--- src/hw/ppfm_pkg.sv ---
`default_nettype none
package ppfm_pkg;
	localparam int unsigned ADDR_W = 3;

	// Register byte addresses
	localparam logic [ADDR_W-1:0] OFS_P1_FUNC = 3'h0;
	localparam logic [ADDR_W-1:0] OFS_P1_DIR  = 3'h1;
	localparam logic [ADDR_W-1:0] OFS_P1_DATA = 3'h2;
	localparam logic [ADDR_W-1:0] OFS_P2_DIR  = 3'h3;
	localparam logic [ADDR_W-1:0] OFS_P2_DATA = 3'h4;
	localparam logic [ADDR_W-1:0] OFS_P5_FUNC = 3'h5;

	// Values after reset
	localparam logic [7:0] RST_P1_FUNC = 8'h00;
	localparam logic [7:0] RST_P1_DIR  = 8'h00;
	localparam logic [7:0] RST_P1_DATA = 8'h00;
	localparam logic [2:0] RST_P2_DIR  = 3'h0;
	localparam logic [2:0] RST_P2_DATA = 3'h0;
	localparam logic [7:0] RST_P5_FUNC = 8'h00;

	// Field positions and masks
	localparam int unsigned P1_FUNC_TXD_BIT  = 1;
	localparam int unsigned P1_FUNC_INT_BIT  = 4;
	localparam logic [7:0]  P1_FUNC_MASK     = 8'h12;
	localparam logic [7:0]  P1_PIN_MASK      = 8'hF7;
	localparam logic [7:0]  P1_DATA_ONES     = 8'h08;
	localparam int unsigned P1_INT_PIN       = 4;
	localparam logic [7:0]  P2_DATA_ONES     = 8'hF8;
	localparam int unsigned P2_SCK_PIN       = 0;
	localparam int unsigned P2_RXD_PIN       = 1;
	localparam int unsigned P2_TXD_PIN       = 2;
	localparam int unsigned P5_OD7_BIT       = 7;
	localparam int unsigned P5_OD6_BIT       = 6;
	localparam int unsigned P5_TRIG_BIT      = 5;
	localparam int unsigned P5_WAKE_W        = 6;

	// Serial unit on port 2
	typedef struct packed {
		logic clock_enable_high;
		logic clock_enable_low;
		logic sync_mode;
		logic receive_enable_bit;
		logic tx_enable;
		logic txd;
		logic sck_out;
	} ppfm_sci_ctrl_t;

	// Second serial unit on port 5
	typedef struct packed {
		logic tx_enable;
		logic txd;
		logic receive_enable_bit;
	} ppfm_sci5_ctrl_t;
endpackage : ppfm_pkg
`default_nettype wire

--- src/hw/ppfm_sync.sv ---
`default_nettype none
module ppfm_sync #(
	parameter int unsigned WIDTH = 8
) (
	input  wire logic             clk,
	input  wire logic             rst_n,
	input  wire logic [WIDTH-1:0] async_in,
	output var  logic [WIDTH-1:0] sync_out
);
	logic [WIDTH-1:0] meta_q;

	if (WIDTH < 1) begin : g_chk
		$error("ppfm_sync WIDTH must be at least 1");
	end

	// First stage feeds only the second
	always_ff @(posedge clk or negedge rst_n) begin
		if (!rst_n) begin
			meta_q   <= '0;
			sync_out <= '0;
		end else begin
			meta_q   <= async_in;
			sync_out <= meta_q;
		end
	end
endmodule : ppfm_sync
`default_nettype wire

--- src/hw/ppfm_top.sv ---
// Notes on behaviour
// Port 2 direction 1 drives, 0 inputs
// Port 2 direction write-only, bits 2..0, reset 0
// Port 2 data read returns latch when output
// Port 2 data read returns pin when input
// Port 2 data bits 7..3 read 1, unwritable
// Port 2 data latch resets 0, drives outputs
// Alternate function overrides general direction bit
// Port 2 pins carry transmit, receive, clock
// Mode bits 7,6 select open-drain output
// Mode bit 5 selects wakeup and trigger input
// Mode bits 4..0 select wakeup inputs
// Mode register 8-bit read/write, reset 0
// Port 5 also serves serial, trigger, wakeup
// Port 1 select bit 1 gives transmit pin
// Port 1 select bit 4 gives interrupt pin
// Port 1 direction 1 drives, 0 inputs
// Clock pin mode from clock-enable and sync bits
// Receive enable makes receive pin input
// Plain port 1 pins follow direction only
//
// Implementation choices: the placing of the registers and strobed register access.
`default_nettype none
module ppfm_top (
	input  wire logic                      CLK,
	input  wire logic                      NRST,
	input  wire logic [ppfm_pkg::ADDR_W-1:0] ADDR,
	input  wire logic [7:0]                WDATA,
	input  wire logic                      WR,
	input  wire logic                      RD,
	output var  logic [7:0]                RDATA,
	input  wire ppfm_pkg::ppfm_sci_ctrl_t  SCI_CTRL,
	output var  logic                      SCI_RXD,
	output var  logic                      SCI_SCK_IN,
	input  wire ppfm_pkg::ppfm_sci5_ctrl_t SCI5_CTRL,
	output var  logic                      SCI5_RXD,
	input  wire logic [7:0]                P1_I,
	output var  logic [7:0]                P1_O,
	output var  logic [7:0]                P1_OE,
	output var  logic                      EXT_INT0,
	input  wire logic [2:0]                P2_I,
	output var  logic [2:0]                P2_O,
	output var  logic [2:0]                P2_OE,
	input  wire logic [7:0]                P5_GPIO_O,
	input  wire logic [7:0]                P5_GPIO_OE,
	input  wire logic [7:0]                P5_I,
	output var  logic [7:0]                P5_O,
	output var  logic [7:0]                P5_OE,
	output var  logic [7:0]                P5_LEVEL,
	output var  logic [ppfm_pkg::P5_WAKE_W-1:0] WAKEUP,
	output var  logic                      CONV_TRIG
);
	logic       rst_meta_q;
	logic       rst_n_q;
	logic [7:0] p1_pin;
	logic [2:0] p2_pin;
	logic [7:0] p5_pin;

	logic [7:0] p1_func_q;
	logic [7:0] p1_dir_q;
	logic [7:0] p1_data_q;
	logic [2:0] p2_dir_q;
	logic [2:0] p2_data_q;
	logic [7:0] p5_func_q;

	logic [7:0] rdata_d;
	logic [7:0] p1_o_d;
	logic [7:0] p1_oe_d;
	logic [2:0] p2_o_d;
	logic [2:0] p2_oe_d;
	logic [7:0] p5_o_d;
	logic [7:0] p5_oe_d;
	logic       sci_rxd_d;
	logic       sci_sck_in_d;
	logic       sck_is_in;
	logic       sck_is_out;

	if (ppfm_pkg::ADDR_W < 3) begin : g_chk
		$error("ppfm_top needs at least three address bits");
	end

	// Readback mixes latch and live pin per direction bit
	function automatic logic [7:0] read_mix(
		input logic [7:0] dir,
		input logic [7:0] data,
		input logic [7:0] pin
	);
		read_mix = (dir & data) | (~dir & pin);
	endfunction : read_mix

	// Release of reset is synchronised; assertion stays immediate
	always_ff @(posedge CLK or negedge NRST) begin
		if (!NRST) begin
			rst_meta_q <= 1'b0;
			rst_n_q    <= 1'b0;
		end else begin
			rst_meta_q <= 1'b1;
			rst_n_q    <= rst_meta_q;
		end
	end

	ppfm_sync #(.WIDTH(8)) u_sync_p1 (
		.clk      (CLK),
		.rst_n    (rst_n_q),
		.async_in (P1_I),
		.sync_out (p1_pin)
	);

	ppfm_sync #(.WIDTH(3)) u_sync_p2 (
		.clk      (CLK),
		.rst_n    (rst_n_q),
		.async_in (P2_I),
		.sync_out (p2_pin)
	);

	ppfm_sync #(.WIDTH(8)) u_sync_p5 (
		.clk      (CLK),
		.rst_n    (rst_n_q),
		.async_in (P5_I),
		.sync_out (p5_pin)
	);

	// Port 1 register writes
	always_ff @(posedge CLK or negedge rst_n_q) begin
		if (!rst_n_q) begin
			p1_func_q <= ppfm_pkg::RST_P1_FUNC;
			p1_dir_q  <= ppfm_pkg::RST_P1_DIR;
			p1_data_q <= ppfm_pkg::RST_P1_DATA;
		end else if (WR) begin
			if (ADDR == ppfm_pkg::OFS_P1_FUNC) begin
				p1_func_q <= WDATA & ppfm_pkg::P1_FUNC_MASK;
			end
			if (ADDR == ppfm_pkg::OFS_P1_DIR) begin
				p1_dir_q <= WDATA & ppfm_pkg::P1_PIN_MASK;
			end
			if (ADDR == ppfm_pkg::OFS_P1_DATA) begin
				p1_data_q <= WDATA & ppfm_pkg::P1_PIN_MASK;
			end
		end
	end

	// Port 2 register writes; upper bits are dropped
	always_ff @(posedge CLK or negedge rst_n_q) begin
		if (!rst_n_q) begin
			p2_dir_q  <= ppfm_pkg::RST_P2_DIR;
			p2_data_q <= ppfm_pkg::RST_P2_DATA;
		end else if (WR) begin
			if (ADDR == ppfm_pkg::OFS_P2_DIR) begin
				p2_dir_q <= WDATA[2:0];
			end
			if (ADDR == ppfm_pkg::OFS_P2_DATA) begin
				p2_data_q <= WDATA[2:0];
			end
		end
	end

	// Port 5 mode register
	always_ff @(posedge CLK or negedge rst_n_q) begin
		if (!rst_n_q) begin
			p5_func_q <= ppfm_pkg::RST_P5_FUNC;
		end else if (WR && ADDR == ppfm_pkg::OFS_P5_FUNC) begin
			p5_func_q <= WDATA;
		end
	end

	// Read mux; direction registers are write-only and read 0
	always_comb begin
		rdata_d = 8'h00;
		if (RD) begin
			unique case (ADDR)
				ppfm_pkg::OFS_P1_FUNC: rdata_d = p1_func_q;
				ppfm_pkg::OFS_P1_DATA: begin
					rdata_d = read_mix(p1_dir_q, p1_data_q, p1_pin & ppfm_pkg::P1_PIN_MASK)
						| ppfm_pkg::P1_DATA_ONES;
				end
				ppfm_pkg::OFS_P2_DATA: begin
					rdata_d = read_mix({5'h00, p2_dir_q}, {5'h00, p2_data_q},
						{5'h00, p2_pin}) | ppfm_pkg::P2_DATA_ONES;
				end
				ppfm_pkg::OFS_P5_FUNC: rdata_d = p5_func_q;
				default:               rdata_d = 8'h00;
			endcase
		end
	end

	// Port 1 pin functions
	always_comb begin
		p1_o_d  = p1_data_q;
		p1_oe_d = p1_dir_q & ppfm_pkg::P1_PIN_MASK;
		if (p1_func_q[ppfm_pkg::P1_FUNC_INT_BIT]) begin
			p1_oe_d[ppfm_pkg::P1_INT_PIN] = 1'b0;
		end
	end

	// Serial clock pin direction
	always_comb begin
		sck_is_in  = SCI_CTRL.clock_enable_high;
		sck_is_out = !SCI_CTRL.clock_enable_high
			&& (SCI_CTRL.clock_enable_low || SCI_CTRL.sync_mode);
	end

	// Port 2 pin functions; serial settings win over direction
	always_comb begin
		p2_o_d       = p2_data_q;
		p2_oe_d      = p2_dir_q;
		sci_rxd_d    = 1'b1;
		sci_sck_in_d = 1'b0;
		if (p1_func_q[ppfm_pkg::P1_FUNC_TXD_BIT]) begin
			p2_o_d[ppfm_pkg::P2_TXD_PIN]  = SCI_CTRL.txd;
			p2_oe_d[ppfm_pkg::P2_TXD_PIN] = 1'b1;
		end
		if (SCI_CTRL.receive_enable_bit) begin
			p2_oe_d[ppfm_pkg::P2_RXD_PIN] = 1'b0;
			sci_rxd_d = p2_pin[ppfm_pkg::P2_RXD_PIN];
		end
		if (sck_is_in) begin
			p2_oe_d[ppfm_pkg::P2_SCK_PIN] = 1'b0;
			sci_sck_in_d = p2_pin[ppfm_pkg::P2_SCK_PIN];
		end else if (sck_is_out) begin
			p2_o_d[ppfm_pkg::P2_SCK_PIN]  = SCI_CTRL.sck_out;
			p2_oe_d[ppfm_pkg::P2_SCK_PIN] = 1'b1;
		end
	end

	// Port 5 pin functions; open drain only ever pulls low
	always_comb begin
		p5_o_d  = P5_GPIO_O;
		p5_oe_d = P5_GPIO_OE;
		if (SCI5_CTRL.tx_enable) begin
			p5_o_d[7]  = SCI5_CTRL.txd;
			p5_oe_d[7] = 1'b1;
		end
		if (SCI5_CTRL.receive_enable_bit) begin
			p5_oe_d[6] = 1'b0;
		end
		for (int i = 0; i < ppfm_pkg::P5_WAKE_W; i++) begin
			if (p5_func_q[i]) begin
				p5_oe_d[i] = 1'b0;
			end
		end
		for (int i = ppfm_pkg::P5_OD6_BIT; i <= ppfm_pkg::P5_OD7_BIT; i++) begin
			if (p5_func_q[i]) begin
				p5_oe_d[i] = p5_oe_d[i] & ~p5_o_d[i];
				p5_o_d[i]  = 1'b0;
			end
		end
	end

	// Read data stands for the cycle after the strobe only
	always_ff @(posedge CLK or negedge rst_n_q) begin
		if (!rst_n_q) begin
			RDATA <= 8'h00;
		end else begin
			RDATA <= rdata_d;
		end
	end

	// Registered pin drivers keep glitches off the pads
	always_ff @(posedge CLK or negedge rst_n_q) begin
		if (!rst_n_q) begin
			P1_O  <= 8'h00;
			P1_OE <= 8'h00;
			P2_O  <= 3'h0;
			P2_OE <= 3'h0;
			P5_O  <= 8'h00;
			P5_OE <= 8'h00;
		end else begin
			P1_O  <= p1_o_d;
			P1_OE <= p1_oe_d;
			P2_O  <= p2_o_d;
			P2_OE <= p2_oe_d;
			P5_O  <= p5_o_d;
			P5_OE <= p5_oe_d;
		end
	end

	// Inputs to peripherals; gated inputs idle so no false events
	always_ff @(posedge CLK or negedge rst_n_q) begin
		if (!rst_n_q) begin
			SCI_RXD    <= 1'b1;
			SCI_SCK_IN <= 1'b0;
			SCI5_RXD   <= 1'b1;
			EXT_INT0   <= 1'b0;
			WAKEUP     <= '0;
			CONV_TRIG  <= 1'b0;
			P5_LEVEL   <= 8'h00;
		end else begin
			SCI_RXD    <= sci_rxd_d;
			SCI_SCK_IN <= sci_sck_in_d;
			SCI5_RXD   <= SCI5_CTRL.receive_enable_bit ? p5_pin[6] : 1'b1;
			EXT_INT0   <= p1_func_q[ppfm_pkg::P1_FUNC_INT_BIT]
				& p1_pin[ppfm_pkg::P1_INT_PIN];
			WAKEUP     <= p5_func_q[ppfm_pkg::P5_WAKE_W-1:0]
				& p5_pin[ppfm_pkg::P5_WAKE_W-1:0];
			CONV_TRIG  <= p5_func_q[ppfm_pkg::P5_TRIG_BIT]
				& p5_pin[ppfm_pkg::P5_TRIG_BIT];
			P5_LEVEL   <= p5_pin;
		end
	end
endmodule : ppfm_top
`default_nettype wire

--- config.mk ---
export PLATFORM = sky130hd
export DESIGN_NAME = ppfm_top
export DESIGN_NICKNAME = d
export VERILOG_FILES = /design/src/hw/ppfm_pkg.sv /design/src/hw/ppfm_sync.sv /design/src/hw/ppfm_top.sv
export SDC_FILE = /design/constraint.sdc
export NUM_CORES = 1
export LEC_CHECK = 0
export ABC_CLOCK_PERIOD_IN_PS = 5500
export BUFFER_PORTS_ARGS = -buffer_cell sky130_fd_sc_hd__buf_4
export CORE_ASPECT_RATIO = 1.75
export CORE_UTILIZATION = 45
export DETAILED_ROUTE_END_ITERATION = 16
export PLACE_DENSITY = 0.7
export SLEW_MARGIN = 20
export SYNTH_ARGS = -nofsm -noshare
export SYNTH_HDL_FRONTEND = slang
export SYNTH_SLANG_ARGS = --single-unit
--- constraint.sdc ---
create_clock -name CLK -period 5.5 [get_ports CLK]
set_input_delay 1.1 -clock CLK [delete_from_list [all_inputs] [get_ports CLK]]
set_output_delay 1.1 -clock CLK [all_outputs]
set_load 0.01 [all_outputs]
==> out/summary.md <==
The flow ran to the end, and the final reports show no timing, DRC or antenna violations. The post-route netlist has 50.9% of its cells at a drive strength greater than 1. The analysis attributes to cell leakage a power of 2.79 nW. The combined area of all synthesized cells was 0.00426 mm^2. The number of clock sinks came out at 130. After synthesis, the mean cell area works out to 16.7 um^2. Yosys printed 0 warnings. The area of the die is 0.00988 mm^2. At the end of the flow, the number of nets in the layout was 448. Ranked by total cell area, the synthesized netlist is headed by dfrtp_1 75%, mux2_2 11%, nor2b_1 1.3%. The detail route stage leaves a number of antenna-violating nets equal to 0. STA classifies the critical path startpoint as an input pin. Synthesis instantiated 34 different standard cells from the library. Global routing finished with a remaining overflow of 0. The number of antenna diodes in the final layout is 0.

The die is 75.6 um wide. Once detailed placement completed, the half-perimeter wirelength came to 5580 um. Count of routing violations after the opening detailed-route iteration: 124. The final worst-path setup slack was 3.30 ns; the hold-critical path depth was 0. Derived from the worst setup path, the maximum achievable clock frequency is 455 MHz. For this configuration, the core starts out at a cell density of 46.6%.

The tool flagged a number of max-cap violations equal to 0. The tools report the arrival time of data at the critical path endpoint as 2.49 ns. The path class of the tightest hold or removal check is reg -> reg. Leaving out fill and tap cells, the most frequent cells in the layout are 127 x dfrtp_1, 121 x buf_4, 41 x mux2_2, 17 x clkbuf_16, 9 x nor2b_1. TritonCTS built the clock tree.

Clock-pin slew was measured on the worst setup and hold paths at 0.05 ns. First-pass iteration count of the detailed router: 4. The detailed router put a total of 2890 um of wire on met1. Setup violations remaining at the end of the flow were counted as 0. Cells fill 64.4% of the core in the end.

The weighted congestion reported at the end of routability-driven placement was 0.752. The portion of the clock cycle consumed by the worst path in the final layout was 39.9%; the first-pass GRT wire length was 12,400 um. CTS placed an instance of clkbuf_16 at the clock tree root. The floorplan has 46 rows. The wire length on met3 came out at 424 um. The run gives 18.2% as the aggregate global-route resource usage.

Power spread over the standard cell area amounts to 435 mW/mm^2. The tools report the fill cell instance count of the final layout as 674. Startpoint-to-endpoint class of the critical path: in -> reg. For the finished layout, the period the worst path requires is 2.20 ns.

The logs give 2.88 ns for the pre-CTS setup slack and 0 ns for the setup total negative slack. For the number of design rule violations left after detail routing, the log shows 0. Between clock sinks in the finished design, the worst skew comes to 0.00417 ns.

Summed over all instances, the cell type with the most area after synthesis is dfrtp_1. The commonest non-fill, non-tap cell in the layout is dfrtp_1. The floorplan step defined a core boundary enclosing 0.00915 mm^2. For the count of cells resized by post-cts repair, the log shows 0. The synthesized design contains 130 register bits. Number of vias per cell after detailed routing: 4.70.

In this run the top signal layer used is met4. After detailed routing, the average wire length per cell comes to 15.3 um. No sink is reached through more buffers than the 2 on the longest clock path. The area added between synthesis and finish is 38.3%, and the number of hold-repair buffers added at the cts stage is 0. The count of buffers added on input and output ports is 120. The number of antenna violations at the first check in global routing is 0.

The worst-skew pair later-pin latency was 0.41 ns. Via count of the routed design: 2,451. The final max-slew violation count came out at 0. The number of setup buffers added after CTS was 0.

The largest net degree at the start of global routing came out at 79. The logs give 76.4% for the share of the yosys chip area belonging to registers and 256 uV for the largest vdd supply drop. The tools report the final-report hold violation count as 0. The path depth of the worst reg2reg path works out to 1. The top cell type's share of synthesized area was 75.1%; the slew at the pin with the worst max-slew slack was 0.950 ns. The required time at the worst-slack endpoint came out at 5.79 ns.

Synthesis produced 255 cells. Setup repair after global routing left no endpoint under its margin. In this run the tightest slew margin relative to its limit is 36.6%. The tools report the total length of routed wires as 7950 um.

The worst setup path is captured at a register. For the number of clock buffers inserted by TritonCTS, the log shows 17. The peak fanout along the critical path is 16. The run gives 4330 um as the amount of wire on met2 after detailed routing. CTS built an H-tree with a depth of 4. The total I/O pin count was 125. The floorplan die height is 131 um, and the number of global-route vias before repair is 2,530.
[worst max-delay path: stages]
cell and delay [ns]:
buf_4 0.20, inv_2 0.10, nor4b_4 0.67, mux2_2 0.41
[per-stage QoR]
step / cells / hold slack [ns] / cell area, um^2 / total power [W]
after floorplan: 256 / 0.331 / 4270 / 0.00129
after global placement: 489 / 0.333 / 5280 / 0.00144
after detailed placement: 489 / 0.336 / 5280 / 0.00145
after CTS: 521 / 0.347 / 5900 / 0.00260
after global routing: 521 / 0.351 / 5900 / 0.00268
final: 521 / 0.345 / 5900 / 0.00256
[report_power, final]
part	switching, W	internal [W]
clock	0.000385	0.000750
combinational	0.000108	0.000170
sequential	0.0000739	0.00108
total	0.000566	0.00200
[area by class of cell]
cell class	instances	area (um^2)	share of cell area, %
sequential	130	3260	55.3
multi-input combinational	115	947	16.1
timing repair buffer	121	908	15.4
inverter	3	11.3	0.191
clock buffer	25	526	8.91
tap	120	150	2.55
clock inverter	7	95.1	1.61
[per-layer routing]
metal  GRT usage, %  vias to the layer above
met1           19.5                     1224
met2           29.6                       80
met4           12.3                        0
li1               -                     1121
met3           6.37                       26
met5              0                        -
[flip-flops by register name (all words and copies together) (netlist names), 8 cells and up]
signal              flops
u_sync_p5.meta_q        8
u_sync_p5.sync_out      8
p5_func_q               8
RDATA                   8
P5_OE                   8
P5_LEVEL                8
P5_O                    8
[final timing paths]
check / start / to / slack (ns)
worst max-delay path: ADDR[0] / p1_dir_q[0] / 3.30
worst min-delay path: u_sync_p5.meta_q[7] / u_sync_p5.sync_out[7] / 0.34
worst max register to register: rst_n_q / p1_data_q[1] / 3.84
worst min register to register: u_sync_p5.meta_q[7] / u_sync_p5.sync_out[7] / 0.34
max in group asynchronous: rst_n_q / p1_data_q[1] / 3.84
min in group asynchronous: NRST / rst_n_q / 0.46
[cells in the mapped netlist]
master / number
nor2_1: 8
or2_2: 1
inv_2: 2
clkbuf_2: 1
or3b_2: 1
nand3_2: 1
buf_2: 2
a21oi_1: 5
mux2_2: 41
o21ai_0: 5
conb_1: 2
nor4b_1: 1
o211ai_1: 3
nor4b_4: 2
and2_1: 8
nand2b_1: 4
inv_1: 1
a31oi_1: 1
nor3b_1: 1
dfrtp_1: 128
dfstp_2: 2
nor3_1: 1
nand2_1: 6
nand4b_1: 1
o32a_1: 1
a21boi_0: 4
nor2b_1: 9
nor3b_2: 1
and2b_1: 1
buf_4: 5
mux2i_1: 2
a32oi_1: 1
a211oi_1: 1
and3_1: 2
[logic make-up after synthesis]
family	share of synthesized area, %
DFF	76.4
and+or+nand+nor	7.48
muxes	11.3
AOI/OAI and AO/OA	3.17
buffers and inverters	1.50
other	0.176
Note: power is estimated with default switching activity, not from simulation.
